===== src/verilog/dtpc_pkg.sv =====
// Constants and types shared by the dual timer, PWM and capture unit.
// Assumes a 32-bit APB master; each register index maps to one word.
package dtpc_pkg;

  // Register indices; byte address is four times the index
  localparam logic [23:0] IDX_COUNTER_ONE = 24'hffff40;
  localparam logic [23:0] IDX_RELOAD_CAPTURE_A = 24'hffff42;
  localparam logic [23:0] IDX_RELOAD_B = 24'hffff44;
  localparam logic [23:0] IDX_COUNTER_TWO = 24'hffff46;
  localparam logic [23:0] IDX_CLOCK_DIVIDER = 24'hffff48;
  localparam logic [23:0] IDX_SOURCE_SELECT = 24'hffff4a;
  localparam logic [23:0] IDX_MODE_CONTROL = 24'hffff4c;
  localparam logic [23:0] IDX_INTERRUPT_CONTROL = 24'hffff4e;
  localparam logic [23:0] IDX_PENDING_CLEAR = 24'hffff50;

  // Mode control fields
  localparam int MC_UNIT_ENABLE = 7;
  localparam int MC_OUTPUT_LEVEL = 6;
  localparam int MC_PIN_A_ENABLE = 4;
  localparam int MC_EDGE_POLARITY = 2;
  localparam int MC_MODE_LO = 0;
  localparam logic [7:0] MC_WRITE_MASK = 8'hd7;

  // Source select fields
  localparam int SS_ONE_LO = 0;
  localparam int SS_TWO_LO = 3;
  localparam logic [7:0] SS_WRITE_MASK = 8'h3f;
  localparam logic [2:0] SRC_STOPPED = 3'h0;
  localparam logic [2:0] SRC_PRESCALED = 3'h1;
  localparam logic [2:0] SRC_SLOW = 3'h4;

  // Interrupt control fields
  localparam int IC_ENABLE_LO = 4;
  localparam int IC_PENDING_LO = 0;

  // Widths, reset values and fixed data
  localparam int DIV_W = 5;
  localparam logic [7:0] CTRL_RESET = 8'h00;
  localparam logic [15:0] PRESET_VALUE = 16'hffff;
  localparam logic [7:0] CLEAR_READ_VALUE = 8'hff;
  localparam logic [31:0] UNMAPPED_READ = 32'h0000_0000;

  typedef enum logic [1:0] {
    MODE_PWM = 2'b00,
    MODE_CAPTURE = 2'b01,
    MODE_DUAL = 2'b10,
    MODE_RESERVED = 2'b11
  } dtpc_mode_t;

endpackage


===== src/verilog/dtpc_timer.sv =====
// Dual 16-bit down-counter timer with PWM toggle output and pin capture.
// Assumes an APB master on pclk, and pin inputs and slow clock that are
// synchronous-domain levels; the pin itself is still resynchronised.
//
// Register access over APB is this design's own decision.

// Functional notes
// - With pin enabled in PWM-capable mode, pin toggles on every counter one underflow.
// - Toggle output starts from output-level bit; software sets it before starting.
// - Toggle output only in PWM and dual modes, never in capture mode.
// - PWM: A reload from A, B reload from B, C unused, D counter two underflow.
// - Capture: A pin A, B pin B, C counter one underflow, D counter two underflow.
// - Dual: A on counter one reload, D on counter two reload; B, C unused.
// - Capture edge copies counter one into A; pin enable then presets counter to ones.
// - Pin enable clear: no drive, no toggle, no preset from the pin.
// - Prescaled tick divides system clock by divider value plus one, one to 32.
// - Source 001 or 100 starts a counter; zero or a reserved source keeps it stopped.
// - Source codes: 000 stopped, 001 prescaled, 100 slow; others reserved, both counters.
// - Reset leaves counters and reload/capture registers untouched.
// - Register A serves counter one, register B reloads counter two.
// - Mode 00 PWM, 01 capture, 10 dual, 11 reserved.
// - Edge polarity 0 captures falling edges, 1 rising edges.
// - Output level follows hardware toggles; software write wins a conflict.
// - Output level has no effect while the pin is an input.
// - Unit disabled: clocks stop, counter, register and pending writes ignored.
// - Clearing unit enable zeros prescaler and pending flags, pin becomes input.
// - Pending A, B, C form interrupt one; D forms interrupt two.
// - Flags clear by writing 1 to the clear register, or by clearing unit enable.
// - PWM reloads alternate A then B, A first after source 000, unit disable or a non-PWM mode; a reserved source keeps the order.
// - Interrupt control: enables D..A in bits 7..4, flags D..A in 3..0, reset clear.
module dtpc_timer (
  input wire logic pclk,
  input wire logic presetn,
  input wire logic psel,
  input wire logic penable,
  input wire logic pwrite,
  input wire logic [31:0] paddr,
  input wire logic [31:0] pwdata,
  output logic [31:0] prdata,
  output logic pready,
  output logic pslverr,
  input wire logic timer_pin_a_in,
  output logic timer_pin_a_out,
  output logic timer_pin_a_oe_n,
  input wire logic capture_pin_b_in,
  input wire logic slow_clock_in,
  output logic timer_irq_one,
  output logic timer_irq_two
);

  // Address match against a register index
  function automatic logic addr_hit(input logic [31:0] a, input logic [23:0] idx);
    addr_hit = (a == {6'h00, idx, 2'b00});
  endfunction

  // Tick decode shared by both counters; reserved codes never tick
  function automatic logic source_tick(input logic [2:0] src, input logic psc,
                                       input logic slow);
    unique case (src)
      dtpc_pkg::SRC_PRESCALED: source_tick = psc;
      dtpc_pkg::SRC_SLOW: source_tick = slow;
      default: source_tick = 1'b0;
    endcase
  endfunction

  // Control state, reset by presetn
  logic [7:0] mode_control;
  logic [7:0] source_select;
  logic [dtpc_pkg::DIV_W-1:0] divider_value;
  logic [dtpc_pkg::DIV_W-1:0] prescale_count;
  logic [3:0] int_enable;
  logic [3:0] pending;
  logic reload_from_b;
  logic pin_a_meta;
  logic pin_a_sync;
  logic pin_a_prev;
  logic pin_b_meta;
  logic pin_b_sync;
  logic pin_b_prev;
  logic slow_prev;
  logic next_pready;
  logic next_pslverr;
  logic [31:0] next_prdata;
  logic next_oe_n;
  logic next_irq_one;
  logic next_irq_two;
  logic [7:0] next_mode_control;
  logic [7:0] next_source_select;
  logic [dtpc_pkg::DIV_W-1:0] next_divider_value;
  logic [dtpc_pkg::DIV_W-1:0] next_prescale_count;
  logic [3:0] next_int_enable;
  logic [3:0] next_pending;
  logic next_reload_from_b;

  // Data state, deliberately without reset
  logic [15:0] counter_one;
  logic [15:0] counter_two;
  logic [15:0] reload_capture_reg_a;
  logic [15:0] reload_reg_b;
  logic [15:0] next_counter_one;
  logic [15:0] next_counter_two;
  logic [15:0] next_reload_capture_reg_a;
  logic [15:0] next_reload_reg_b;

  // Decoded views
  dtpc_pkg::dtpc_mode_t operating_mode_field;
  logic unit_enable;
  logic pin_a_enable;
  logic pin_edge_polarity;
  logic [2:0] counter_one_source;
  logic [2:0] counter_two_source;
  logic setup;
  logic wr;
  logic psc_tick;
  logic slow_tick;
  logic tick_one;
  logic tick_two;
  logic uflow_one;
  logic uflow_two;
  logic toggle_mode;
  logic edge_a;
  logic edge_b;
  logic capture_a;
  logic capture_b;
  logic toggle_pin;
  logic [3:0] hw_set;
  logic [3:0] sw_set;
  logic [3:0] sw_clr;
  logic next_unit_enable;

  // Field views of the mode and source registers
  assign operating_mode_field = dtpc_pkg::dtpc_mode_t'(mode_control[1:0]);
  assign unit_enable = mode_control[dtpc_pkg::MC_UNIT_ENABLE];
  assign pin_a_enable = mode_control[dtpc_pkg::MC_PIN_A_ENABLE];
  assign pin_edge_polarity = mode_control[dtpc_pkg::MC_EDGE_POLARITY];
  assign counter_one_source = source_select[dtpc_pkg::SS_ONE_LO +: 3];
  assign counter_two_source = source_select[dtpc_pkg::SS_TWO_LO +: 3];

  // Bus phases: answer is prepared in setup, write lands in access
  assign setup = psel & ~penable;
  assign wr = psel & penable & pready & pwrite;

  // Tick generation; a stopped unit gates every counter clock
  assign psc_tick = unit_enable & (prescale_count == divider_value);
  assign slow_tick = unit_enable & slow_clock_in & ~slow_prev;
  assign tick_one = unit_enable & source_tick(counter_one_source, psc_tick, slow_tick);
  assign tick_two = unit_enable & source_tick(counter_two_source, psc_tick, slow_tick);
  assign uflow_one = tick_one & (counter_one == 16'h0000);
  assign uflow_two = tick_two & (counter_two == 16'h0000);

  // Edge seen only between the settled sync stage and its history
  assign edge_a = pin_edge_polarity ? (pin_a_sync & ~pin_a_prev)
                                    : (~pin_a_sync & pin_a_prev);
  assign edge_b = pin_edge_polarity ? (pin_b_sync & ~pin_b_prev)
                                    : (~pin_b_sync & pin_b_prev);
  assign capture_a = unit_enable & (operating_mode_field == dtpc_pkg::MODE_CAPTURE) & edge_a;
  assign capture_b = unit_enable & (operating_mode_field == dtpc_pkg::MODE_CAPTURE) & edge_b;

  // Toggle output exists in PWM and dual modes only
  assign toggle_mode = (operating_mode_field == dtpc_pkg::MODE_PWM) |
                       (operating_mode_field == dtpc_pkg::MODE_DUAL);
  assign toggle_pin = uflow_one & toggle_mode & pin_a_enable;

  // Hardware events per mode, indexed D C B A
  always_comb begin
    hw_set = 4'h0;
    unique case (operating_mode_field)
      dtpc_pkg::MODE_PWM: begin
        hw_set[0] = uflow_one & ~reload_from_b;
        hw_set[1] = uflow_one & reload_from_b;
        hw_set[3] = uflow_two;
      end
      dtpc_pkg::MODE_CAPTURE: begin
        hw_set[0] = capture_a;
        hw_set[1] = capture_b;
        hw_set[2] = uflow_one;
        hw_set[3] = uflow_two;
      end
      dtpc_pkg::MODE_DUAL: begin
        hw_set[0] = uflow_one;
        hw_set[3] = uflow_two;
      end
      dtpc_pkg::MODE_RESERVED: begin
        hw_set = 4'h0;
      end
    endcase
  end

  // Control next values
  always_comb begin
    next_mode_control = mode_control;
    next_source_select = source_select;
    next_divider_value = divider_value;
    next_prescale_count = prescale_count;
    next_int_enable = int_enable;
    next_pending = pending;
    next_reload_from_b = reload_from_b;
    sw_set = 4'h0;
    sw_clr = 4'h0;
    // Hardware toggle first, so a same-cycle write overrides it
    if (toggle_pin) begin
      next_mode_control[dtpc_pkg::MC_OUTPUT_LEVEL] = ~mode_control[dtpc_pkg::MC_OUTPUT_LEVEL];
    end
    if (wr && addr_hit(paddr, dtpc_pkg::IDX_MODE_CONTROL)) begin
      next_mode_control = pwdata[7:0] & dtpc_pkg::MC_WRITE_MASK;
    end
    if (wr && addr_hit(paddr, dtpc_pkg::IDX_SOURCE_SELECT)) begin
      next_source_select = pwdata[7:0] & dtpc_pkg::SS_WRITE_MASK;
    end
    if (wr && addr_hit(paddr, dtpc_pkg::IDX_CLOCK_DIVIDER)) begin
      next_divider_value = pwdata[dtpc_pkg::DIV_W-1:0];
    end
    // Prescaler counts 0..divider_value, one tick per wrap
    if (psc_tick) begin
      next_prescale_count = '0;
    end else if (unit_enable) begin
      next_prescale_count = prescale_count + 1'b1;
    end
    if (wr && addr_hit(paddr, dtpc_pkg::IDX_INTERRUPT_CONTROL)) begin
      next_int_enable = pwdata[dtpc_pkg::IC_ENABLE_LO +: 4];
      if (unit_enable) begin
        sw_set = pwdata[dtpc_pkg::IC_PENDING_LO +: 4];
      end
    end
    if (wr && addr_hit(paddr, dtpc_pkg::IDX_PENDING_CLEAR) && unit_enable) begin
      sw_clr = pwdata[3:0];
    end
    // Set beats clear so an event in the clearing cycle survives
    next_pending = (pending & ~sw_clr) | sw_set | hw_set;
    // PWM reload alternation restarts from A when counter one's source is stopped, the unit is off or the mode is not PWM
    if (!unit_enable || counter_one_source == dtpc_pkg::SRC_STOPPED ||
        operating_mode_field != dtpc_pkg::MODE_PWM) begin
      next_reload_from_b = 1'b0;
    end else if (uflow_one) begin
      next_reload_from_b = ~reload_from_b;
    end
    // Disabling the unit wipes prescaler and pending flags
    next_unit_enable = next_mode_control[dtpc_pkg::MC_UNIT_ENABLE];
    if (!unit_enable || !next_unit_enable) begin
      next_divider_value = '0;
      next_prescale_count = '0;
      next_pending = 4'h0;
    end
  end

  // Output and bus answer next values, all registered
  always_comb begin
    next_pready = setup;
    next_pslverr = 1'b0;
    next_prdata = dtpc_pkg::UNMAPPED_READ;
    // Pin is driven only in a toggle mode with the pin and unit enabled
    next_oe_n = ~(next_mode_control[dtpc_pkg::MC_UNIT_ENABLE] &
                  next_mode_control[dtpc_pkg::MC_PIN_A_ENABLE] &
                  ((next_mode_control[1:0] == dtpc_pkg::MODE_PWM) |
                   (next_mode_control[1:0] == dtpc_pkg::MODE_DUAL)));
    next_irq_one = |(next_pending[2:0] & next_int_enable[2:0]);
    next_irq_two = next_pending[3] & next_int_enable[3];
    if (setup) begin
      if (addr_hit(paddr, dtpc_pkg::IDX_COUNTER_ONE)) begin
        next_prdata = {16'h0000, counter_one};
      end else if (addr_hit(paddr, dtpc_pkg::IDX_RELOAD_CAPTURE_A)) begin
        next_prdata = {16'h0000, reload_capture_reg_a};
      end else if (addr_hit(paddr, dtpc_pkg::IDX_RELOAD_B)) begin
        next_prdata = {16'h0000, reload_reg_b};
      end else if (addr_hit(paddr, dtpc_pkg::IDX_COUNTER_TWO)) begin
        next_prdata = {16'h0000, counter_two};
      end else if (addr_hit(paddr, dtpc_pkg::IDX_CLOCK_DIVIDER)) begin
        next_prdata = {27'h0000000, divider_value};
      end else if (addr_hit(paddr, dtpc_pkg::IDX_SOURCE_SELECT)) begin
        next_prdata = {24'h000000, source_select};
      end else if (addr_hit(paddr, dtpc_pkg::IDX_MODE_CONTROL)) begin
        next_prdata = {24'h000000, mode_control};
      end else if (addr_hit(paddr, dtpc_pkg::IDX_INTERRUPT_CONTROL)) begin
        next_prdata = {24'h000000, int_enable, pending};
      end else if (addr_hit(paddr, dtpc_pkg::IDX_PENDING_CLEAR)) begin
        next_prdata = {24'h000000, dtpc_pkg::CLEAR_READ_VALUE};
      end else begin
        next_pslverr = 1'b1;
      end
    end
  end

  // Control registers and synchronisers
  always_ff @(posedge pclk or negedge presetn) begin
    if (!presetn) begin
      mode_control <= dtpc_pkg::CTRL_RESET;
      source_select <= dtpc_pkg::CTRL_RESET;
      divider_value <= '0;
      prescale_count <= '0;
      int_enable <= 4'h0;
      pending <= 4'h0;
      reload_from_b <= 1'b0;
      pin_a_meta <= 1'b0;
      pin_a_sync <= 1'b0;
      pin_a_prev <= 1'b0;
      pin_b_meta <= 1'b0;
      pin_b_sync <= 1'b0;
      pin_b_prev <= 1'b0;
      slow_prev <= 1'b0;
      prdata <= dtpc_pkg::UNMAPPED_READ;
      pready <= 1'b0;
      pslverr <= 1'b0;
      timer_pin_a_oe_n <= 1'b1;
      timer_irq_one <= 1'b0;
      timer_irq_two <= 1'b0;
    end else begin
      mode_control <= next_mode_control;
      source_select <= next_source_select;
      divider_value <= next_divider_value;
      prescale_count <= next_prescale_count;
      int_enable <= next_int_enable;
      pending <= next_pending;
      reload_from_b <= next_reload_from_b;
      pin_a_meta <= timer_pin_a_in;
      pin_a_sync <= pin_a_meta;
      pin_a_prev <= pin_a_sync;
      pin_b_meta <= capture_pin_b_in;
      pin_b_sync <= pin_b_meta;
      pin_b_prev <= pin_b_sync;
      slow_prev <= slow_clock_in;
      prdata <= next_prdata;
      pready <= next_pready;
      pslverr <= next_pslverr;
      timer_pin_a_oe_n <= next_oe_n;
      timer_irq_one <= next_irq_one;
      timer_irq_two <= next_irq_two;
    end
  end

  // The pin level is the output-level flip-flop itself
  assign timer_pin_a_out = mode_control[dtpc_pkg::MC_OUTPUT_LEVEL];

  // Counter and reload/capture next values
  always_comb begin
    next_counter_one = counter_one;
    next_counter_two = counter_two;
    next_reload_capture_reg_a = reload_capture_reg_a;
    next_reload_reg_b = reload_reg_b;
    // Counter one: reload on underflow in PWM and dual modes; capture and reserved modes wrap
    if (tick_one) begin
      if (uflow_one && operating_mode_field == dtpc_pkg::MODE_PWM) begin
        next_counter_one = reload_from_b ? reload_reg_b : reload_capture_reg_a;
      end else if (uflow_one && operating_mode_field == dtpc_pkg::MODE_DUAL) begin
        next_counter_one = reload_capture_reg_a;
      end else begin
        next_counter_one = counter_one - 16'h0001;
      end
    end
    // Capture copies the present count, then optionally presets
    if (capture_a) begin
      next_reload_capture_reg_a = counter_one;
      if (pin_a_enable) begin
        next_counter_one = dtpc_pkg::PRESET_VALUE;
      end
    end
    // Counter two reloads from register B in every mode
    if (tick_two) begin
      if (uflow_two) begin
        next_counter_two = reload_reg_b;
      end else begin
        next_counter_two = counter_two - 16'h0001;
      end
    end
    // Software writes win over counting, but only while enabled
    if (wr && unit_enable) begin
      if (addr_hit(paddr, dtpc_pkg::IDX_COUNTER_ONE)) begin
        next_counter_one = pwdata[15:0];
      end
      if (addr_hit(paddr, dtpc_pkg::IDX_RELOAD_CAPTURE_A)) begin
        next_reload_capture_reg_a = pwdata[15:0];
      end
      if (addr_hit(paddr, dtpc_pkg::IDX_RELOAD_B)) begin
        next_reload_reg_b = pwdata[15:0];
      end
      if (addr_hit(paddr, dtpc_pkg::IDX_COUNTER_TWO)) begin
        next_counter_two = pwdata[15:0];
      end
    end
  end

  // No reset here: counts survive reset, power-up value is unknown
  always_ff @(posedge pclk) begin
    counter_one <= next_counter_one;
    counter_two <= next_counter_two;
    reload_capture_reg_a <= next_reload_capture_reg_a;
    reload_reg_b <= next_reload_reg_b;
  end

endmodule


===== config.mk =====
export PLATFORM = sky130hd
export DESIGN_NAME = dtpc_timer
export DESIGN_NICKNAME = d
export VERILOG_FILES = /design/src/verilog/dtpc_pkg.sv /design/src/verilog/dtpc_timer.sv
export SDC_FILE = /design/constraint.sdc
export NUM_CORES = 1
export LEC_CHECK = 0
export ABC_AREA = 1
export BUFFER_PORTS_ARGS = -buffer_cell sky130_fd_sc_hd__buf_2
export CORE_MARGIN = 3
export CORE_UTILIZATION = 45
export DETAILED_ROUTE_END_ITERATION = 8
export GPL_TIMING_DRIVEN = 0
export PLACE_DENSITY = 0.64
export SKIP_CTS_REPAIR_TIMING = 1
export SLEW_MARGIN = 20
export SYNTH_ARGS = -nofsm -noshare
export SYNTH_HDL_FRONTEND = slang
export SYNTH_SLANG_ARGS = --single-unit

===== constraint.sdc =====
create_clock -name pclk -period 1.8 [get_ports pclk]
set_input_delay 0.27 -clock pclk [delete_from_list [all_inputs] [get_ports pclk]]
set_output_delay 0.27 -clock pclk [all_outputs]
set_load 0.005 [all_outputs]

==> results of run 1 <==
## area by class of cell
class	instances	area [um2]	area share, %
flip-flops and latches	123	2940	28.1
well taps	220	275	2.62
clock buffers	18	450	4.29
clock inverters	14	155	1.48
multi-input cells	826	4560	43.5
repair buffers	148	1100	10.5
inverters	144	569	5.43
plain buffers	54	433	4.13
## stage by stage
stage	std cells	area (um2)	setup TNS [ps]
after floorplan	1145	7840	-480
after global placement	1442	8500	-44730
after detailed placement	1442	8500	-44820
after CTS	1474	9110	-23490
after global routing	1547	10500	-9520
final	1547	10500	-6340
## layer usage
layer	routed length [um]	global-route usage (%)	share of wire, %	vias to the layer above
met3	3270	5.18	11	85
met1	12000	41.3	41	3923
li1	-	-	-	4059
met4	1020	7.93	3.5	0
met2	12800	40.7	44	565
met5	0	0	0	-
## critical path: stages, from the launching register on
cell and delay [ps]:
dfxtp_4 360, inv_4 70, ha_4 150, inv_2 40, nor2_4 190, nand3_4 120, nor3_4 300, and3_4 240
buf_8 130, clkbuf_16 150, nand2_2 50, nand2_2 80, nand2_1 50, a21oi_1 150
## synthesized netlist by cell type, types with 2 or more instances
master     number
or2_2           2
inv_1         141
buf_6           3
xor2_1         20
a21oi_1        89
o21ai_1         2
edfxtp_1       16
o21ai_0        97
and3_1          2
nor3_1          7
o2111ai_1       4
dfxtp_1        48
mux2_2          8
buf_4          19
nand3_2         5
nor3_2          4
nand4_1        31
nor2_1        121
nand3_1        75
inv_2           2
nor4_1          4
nor2_4          2
nand2_1       278
o211ai_1       17
nand3b_1        3
nand2_2         3
nor3b_1         2
nor2_2          7
ha_1            3
clkbuf_1       20
buf_2          12
dfrtp_1        58
a31oi_1        10
## cell families (layout without fill, tap and decap cells)
kind of cell	Yosys count	after routing	synth area share (%)
AO/OA/AOI/OAI	223	223	15.5
XOR/XNOR	21	21	2.38
adder cells (fa/ha/maj)	3	3	0.486
buffers and inverters	199	378	11.1
flip-flops	123	123	37.8
multiplexers	8	8	1.17
other	1	16	0.0485
AND/OR/NAND/NOR	552	555	31.6
## registers in the layout, summed over array words and instances (netlist names), 4 cells and up
register	count
reload_reg_b	16
divider_value	5
mode_control	6
counter_one	16
prdata	16
pending	4
source_select	6
int_enable	4
reload_capture_reg_a	16
counter_two	16
prescale_count	5
## placed cells by master (no fill, tap or decap), types with 39 or more instances in the layout
cell	Yosys	layout
buf_4	19	64
nand2_1	278	251
buf_2	12	85
inv_1	141	125
a21oi_1	89	80
nand3_1	75	60
dfxtp_1	48	39
nor2_1	121	88
dfrtp_1	58	55
o21ai_0	97	92
## power breakdown
part	switching (uW)	leakage, uW	total [uW]	internal (uW)
clock network	1430	0.000293	3580	2150
registers	3.70	0.00132	2810	2800
logic	199	0.00312	299	99.9
## worst paths after layout
| kind | start | end | slack, ps | cells past startpoint |
|---|---|---|---|---|
| setup reg to reg | counter_one[0] | counter_one[14] | -370 | 13 |
| hold reg to reg | pin_b_meta | pin_b_sync | 350 | 0 |
| min in group asynchronous | presetn | prdata[8] | 450 | 2 |
| hold / removal | pwdata[13] | reload_reg_b[13] | 130 | 1 |
| max in group asynchronous | presetn | mode_control[0] | 760 | 2 |
| setup / recovery | counter_one[0] | counter_one[14] | -370 | 13 |
==> impl_metrics.env, run 1 <==
export IMPL_status="complete, but fails checks"
export IMPL_violations="negative setup slack"
export IMPL_drc=0
export IMPL_dr_first_iter_drc_count=1198
export IMPL_clk_latency_ps=440
export IMPL_clock_path_buffers=2
export IMPL_grt_overflow_total=0
export IMPL_clock_fmax_ghz=0.460
export IMPL_antenna_found_initial=0
export IMPL_seq_area_frac_synth_pct=37.8
export IMPL_crit_type="flip-flop to flip-flop"
export IMPL_fin_crit_ps=2170
export IMPL_drive_above_1_share_pct=28.7
export IMPL_crit_path_end_kind="flip-flop"
export IMPL_numCtsBuffers=17
export IMPL_place_congestion=0.957
export IMPL_yosysTopAreaCell="dfrtp_1"
export IMPL_cap_violations=0
export IMPL_finalHoldViolCount=0
export IMPL_postSynth_asyncResetShare_pct=48.0
export IMPL_cp_required_ps=2160
export IMPL_grt_setup_unrepaired="true"
export IMPL_peakVddDrop_v=0.000687
export IMPL_ys_seq_elements=123
export IMPL_initial_utilization_pct=46.3
export IMPL_grt_pass1_vias=7095
export IMPL_die_w_um=137
export IMPL_ys_types=48
export IMPL_syn_inst=1130
export IMPL_ys_warn_count=0
export IMPL_ys_flop_type="dfrtp_1"
export IMPL_clock_skew_ps=11.1
export IMPL_avgViaCountPerCell=5.58
export IMPL_path_max_fanout=6
export IMPL_antenna_cells=0
export IMPL_hold_slack_ps=126
export IMPL_finalCritPeriodShare_pct=121
export IMPL_yosys_area_top_type_share_pct=18.8
export IMPL_worstMarginPinSlew_ps=782
export IMPL_syn2layout_area_growth_pct=35.7
export IMPL_ant_nets=0
export IMPL_place_ws_ps=-594
export IMPL_wl_mm=29.0
export IMPL_grt_max_degree=60
export IMPL_avgSynthCellArea_um2=6.84
export IMPL_num_io_pins=110
export IMPL_hpwl_mm=19.8
export IMPL_drtPass1Iterations=6
export IMPL_fp_row_count=47
export IMPL_start_kind="flip-flop"
export IMPL_hold_class="input port to flip-flop"
export IMPL_synth_area_um2=7730
export IMPL_power_leakage_uw=0.00473
export IMPL_clkTransAtPathRegs_ps=60
export IMPL_dieArea_um2=18800
export IMPL_fin_ws_ps=-372
export IMPL_root_buffer="clkbuf_16"
export IMPL_core_um2=16700
export IMPL_arrival_ps=2530
export IMPL_final_util_pct=62.8
export IMPL_synth_area_top_cells="dfrtp_1, nand2_1, dfxtp_1"
export IMPL_p_per_area_nw_per_um2=637
export IMPL_vias=8632
export IMPL_io_buffers=77
export IMPL_layout_nets=1389
export IMPL_drv_slew=0
export IMPL_synth_edff_count=16
export IMPL_total_power_uw=6680
export IMPL_slew_headroom_pct=47.8
export IMPL_wl_per_cell_um=18.7
export IMPL_die_height_um=137
export IMPL_grt_first_pass_wirelength_mm=39.5
export IMPL_fillers=1440
export IMPL_h_tree_depth=4
export IMPL_finalSetupViolCount=41
export IMPL_grtUsageTotal_pct=27.7
export IMPL_cts_tree="yes"
export IMPL_cts_sinks=123
No activity file was read; power rests on OpenSTA's default activity.
==> run 2: changes to the inputs <==
BUFFER_PORTS_ARGS = not set   (was -buffer_cell sky130_fd_sc_hd__buf_2)
DONT_BUFFER_PORTS = 1   (was not set)
PLACE_DENSITY = 0.58   (was 0.64)
==> impl_metrics.env, run 2 (synthesis gave the netlist of run 1 again) <==
export IMPL_status="complete, but fails checks"
export IMPL_violations="negative hold slack, negative setup slack"
export IMPL_clk_latency_ps=430
export IMPL_power_leakage_uw=0.00433
export IMPL_hold_class="input port to flip-flop"
export IMPL_cap_violations=0
export IMPL_holdPathStages=2
export IMPL_avgViaCountPerCell=5.56
export IMPL_die_height_um=137
export IMPL_num_io_pins=110
export IMPL_place_ws_ps=-672
export IMPL_tns_ps=-5030
export IMPL_finalSetupViolCount=33
export IMPL_layout_commonest_cell="nand2_1"
export IMPL_clock_path_buffers=2
export IMPL_slew_headroom_pct=54.1
export IMPL_dieArea_um2=18800
export IMPL_regArea_um2=2940
export IMPL_ant_nets=0
export IMPL_numCtsBuffers=17
export IMPL_drtPass1Iterations=5
export IMPL_fin_crit_ps=2060
export IMPL_grt_overflow_total=0
export IMPL_worstMarginPinSlew_ps=686
export IMPL_antenna_cells=0
export IMPL_grt_max_degree=60
export IMPL_finalHoldViolCount=6
export IMPL_cts_sinks=123
export IMPL_clkTransAtPathRegs_ps=60
export IMPL_syn2layout_area_growth_pct=27.1
export IMPL_crit_path_end_kind="flip-flop"
export IMPL_wl_per_cell_um=19.6
export IMPL_drive_above_1_share_pct=20.0
export IMPL_grt_setup_unrepaired="true"
export IMPL_hpwl_mm=20.1
export IMPL_drc=0
export IMPL_hold_slack_ps=-18.7
export IMPL_clock_fmax_ghz=0.486
export IMPL_arrival_ps=2410
export IMPL_cts_tree="yes"
export IMPL_drv_slew=0
export IMPL_io_buffers=0
export IMPL_die_w_um=137
export IMPL_grt_first_pass_wirelength_mm=40.1
export IMPL_final_cell_mix="nand2_1, inv_1, nor2_1, o21ai_0, a21oi_1"
export IMPL_start_kind="flip-flop"
export IMPL_cp_required_ps=2150
export IMPL_multi_input_area_um2=4400
export IMPL_vias=8126
export IMPL_root_buffer="clkbuf_16"
export IMPL_worst_r2r_path_depth=13
export IMPL_path_max_fanout=7
export IMPL_initial_utilization_pct=46.3
export IMPL_place_congestion=0.939
export IMPL_finalCritPeriodShare_pct=114
export IMPL_h_tree_depth=4
export IMPL_fillers=1587
export IMPL_wl_mm=28.7
export IMPL_grt_pass1_vias=6884
export IMPL_core_um2=16700
export IMPL_p_per_area_nw_per_um2=690
export IMPL_fp_row_count=47
export IMPL_layout_nets=1304
export IMPL_fin_ws_ps=-256
export IMPL_peakVddDrop_v=0.000652
export IMPL_dr_first_iter_drc_count=916
export IMPL_grtUsageTotal_pct=28.3
export IMPL_crit_type="flip-flop to flip-flop"
export IMPL_antenna_found_initial=1
export IMPL_clock_skew_ps=13.0
run 2: cell count changes in the layout (fill, tap and decap cells not counted), moves of 5 or more:
cell           change
dlygate4sd3_1     +16
nor2_4            -12
buf_6             -10
buf_4              -9
nor2_1            +20
nand3_1            +5
nand3_2            -6
buf_2             -75
nor2_2             -8
run 2: where the power goes:
part | switching [uW] | internal, uW | total [uW] | leakage, uW
logic | 132 | 83.5 | 216 | 0.00270
clock network | 1340 | 2410 | 3750 | 0.000309
registers | 4.03 | 2800 | 2810 | 0.00132
run 2: through the flow:
stage | util, % | instance area [um2] | power [uW] | instances
finish | 58.8 | 9820 | 6770 | 1462
global route | 58.8 | 9820 | 6960 | 1462
CTS | 52.4 | 8760 | 6690 | 1397
detailed placement | 48.6 | 8120 | 2990 | 1365
global placement | 48.6 | 8120 | 2990 | 1365
floorplan | - | 7840 | 2960 | 1145
run 2: path summary, 6_finish.rpt:
path	start	endpoint	slack, ps
min in group asynchronous	presetn	prdata[15]	370
min reg2reg	pin_b_meta	pin_b_sync	350
min	pwdata[1]	divider_value[1]	-20
max in group asynchronous	presetn	timer_pin_a_oe_n	1100
max	counter_one[0]	counter_one[7]	-260
max reg2reg	counter_one[0]	counter_one[7]	-260
run 2: routing by layer:
layer | vias to the layer above | routed length [um] | track usage [%]
li1 | 3878 | - | -
met3 | 46 | 3140 | 5.96
met1 | 3753 | 12800 | 42.8
met2 | 449 | 12300 | 40.8
met4 | 0 | 557 | 7.26
met5 | - | 0 | 0
run 2: layout make-up:
cell class	instances	area share, %
Clock buffer	23	5.18
Timing Repair Buffer	64	6.37
Buffer	54	3.94
Multi-Input combinational cell	825	44.8
Sequential cell	123	29.9
Tap cell	220	2.80
Inverter	144	5.68
Clock inverter	9	1.34
run 2: critical path: stages, from the launching register on:
cell and delay, ps:
dfxtp_4 360, inv_4 70, ha_4 140, inv_2 40, nor2_4 200, nand3_4 110, nor3_4 250, and3_4 230
buf_8 130, clkbuf_16 150, nand2_1 50, nand2_1 70, nand2_1 50, a21oi_1 120
==> run 3: changes to the inputs <==
--- a/config.mk
+++ b/config.mk
@@ -8,4 +8,6 @@
 export ABC_AREA = 1
+export CELL_PAD_IN_SITES_DETAIL_PLACEMENT = 1
+export CELL_PAD_IN_SITES_GLOBAL_PLACEMENT = 2
 export CORE_MARGIN = 3
-export CORE_UTILIZATION = 45
+export CORE_UTILIZATION = 32
 export DETAILED_ROUTE_END_ITERATION = 8
@@ -13,3 +15,3 @@
 export GPL_TIMING_DRIVEN = 0
-export PLACE_DENSITY = 0.58
+export PLACE_DENSITY = 0.72
 export SKIP_CTS_REPAIR_TIMING = 1
==> constraint.sdc (replaced) <==
create_clock -name pclk -period 1.8 [get_ports pclk]
set_input_delay 0.36 -clock pclk [delete_from_list [all_inputs] [get_ports pclk]]
set_output_delay 0.36 -clock pclk [all_outputs]
set_load 0.005 [all_outputs]
==> impl_metrics.env, run 3 (synthesis gave the netlist of run 1 again) <==
export IMPL_status="complete, but fails checks"
export IMPL_violations="negative setup slack"
export IMPL_cts_sinks=123
export IMPL_drive_above_1_share_pct=25.5
export IMPL_numCtsBuffers=17
export IMPL_clkTransAtPathRegs_ps=70
export IMPL_crit_path_end_kind="flip-flop"
export IMPL_avgViaCountPerCell=5.18
export IMPL_hold_class="input port to flip-flop"
export IMPL_path_max_fanout=8
export IMPL_grt_setup_unrepaired="true"
export IMPL_h_tree_depth=4
export IMPL_antenna_cells=0
export IMPL_cts_tree="yes"
export IMPL_cap_violations=0
export IMPL_drc=0
export IMPL_dieArea_um2=26100
export IMPL_worstMarginPinSlew_ps=641
export IMPL_die_height_um=161
export IMPL_antenna_found_initial=0
export IMPL_grt_overflow_total=0
export IMPL_crit_type="flip-flop to flip-flop"
export IMPL_postPlaceCellArea_um2=8240
export IMPL_start_kind="flip-flop"
export IMPL_ant_nets=0
export IMPL_root_buffer="clkbuf_16"
export IMPL_tns_ps=-7180
export IMPL_grtUsageTotal_pct=24.0
export IMPL_io_buffers=0
export IMPL_layout_commonest_cell="nand2_1"
export IMPL_final_cells=1572
export IMPL_dr_first_iter_drc_count=670
export IMPL_arrival_ps=2480
export IMPL_power_leakage_uw=0.00448
export IMPL_place_congestion=0.892
export IMPL_peakVddDrop_v=0.000364
export IMPL_clock_skew_ps=11.9
export IMPL_finalCritPeriodShare_pct=117
export IMPL_p_per_area_nw_per_um2=629
export IMPL_final_cell_mix="nand2_1, inv_1, nor2_1, o21ai_0, a21oi_1"
export IMPL_die_w_um=161
export IMPL_num_io_pins=110
export IMPL_crit_start="counter_one[0]"
export IMPL_grt_pass1_vias=7729
export IMPL_finalSetupViolCount=54
export IMPL_fp_row_count=56
export IMPL_fin_ws_ps=-306
export IMPL_r2r_start="counter_one[0]"
export IMPL_layout_nets=1315
export IMPL_min_from="pwdata[7]"
export IMPL_clock_path_buffers=2
export IMPL_postLayoutCellArea_um2=10300
export IMPL_post_place_cells=1464
export IMPL_grt_first_pass_wirelength_mm=47.6
export IMPL_syn2layout_area_growth_pct=32.9
export IMPL_fin_crit_ps=2110
export IMPL_finalHoldViolCount=0
export IMPL_wl_per_cell_um=21.2
export IMPL_hpwl_mm=24.3
export IMPL_clock_fmax_ghz=0.475
export IMPL_drv_slew=0
export IMPL_clk_latency_ps=430
export IMPL_vias=8139
export IMPL_drtPass1Iterations=5
export IMPL_core_um2=23600
export IMPL_wl_mm=33.4
export IMPL_grt_max_degree=60
export IMPL_slew_headroom_pct=57.3
export IMPL_cp_required_ps=2170
export IMPL_initial_utilization_pct=32.7
==> run 3: metrics by stage <==
| step | utilization [%] | setup slack (ps) | hold slack [ps] | power [uW] |
|---|---|---|---|---|
| floorplan | - | -120 | 64.4 | 2960 |
| global placement | 34.9 | -746 | 66.0 | 2990 |
| detailed placement | 34.9 | -782 | 66.1 | 2990 |
| CTS | 37.4 | -774 | -390 | 6470 |
| global route | 43.5 | -379 | 9.28 | 6650 |
| finish | 43.5 | -306 | 24.2 | 6470 |
==> run 3: area by class of cell <==
class                           count  area (um2)
Fill cell                        2955       13300
Multi-Input combinational cell    825        4590
Sequential cell                   123        2950
Timing Repair Buffer               75         743
Inverter                          144         573
Clock buffer                       20         468
Buffer                             54         434
Tap cell                          319         399
Clock inverter                     12         111
==> run 3: worst paths after layout <==
path                               endpoint  slack, ps  depth (start not counted)
setup / recovery            counter_one[13]       -310                         13
hold reg to reg                  pin_a_sync        350                          0
hold / removal              reload_reg_b[7]         20                          0
setup reg to reg            counter_one[13]       -310                         13
min in group asynchronous         prdata[8]        460                          2
max in group asynchronous  timer_pin_a_oe_n        990                          2
==> run 3: critical path, stage by stage, from the launching register on <==
cell,delay [ps]
dfxtp_4,370
inv_4,70
ha_4,150
inv_2,40
nor2_4,200
nand3_4,120
nor3_4,270
and3_4,230
buf_8,130
buf_8,140
nand2_4,60
nand2_2,70
nand2_2,50
a21oi_2,130
==> run 3: power breakdown <==
part	switching, uW	total (uW)	internal, uW
Sequential	4.54	2810	2800
Combinational	118	179	61.6
Clock	1450	3480	2030
Total	1570	6470	4890
==> run 3: metal layers <==
layer / track usage [%] / up-vias / wire (um)
met5: 0 / - / 0
met4: 5.32 / 0 / 430
met3: 4.92 / 33 / 2070
met2: 35.2 / 242 / 14500
met1: 36.3 / 3959 / 16300
li1: - / 3905 / -
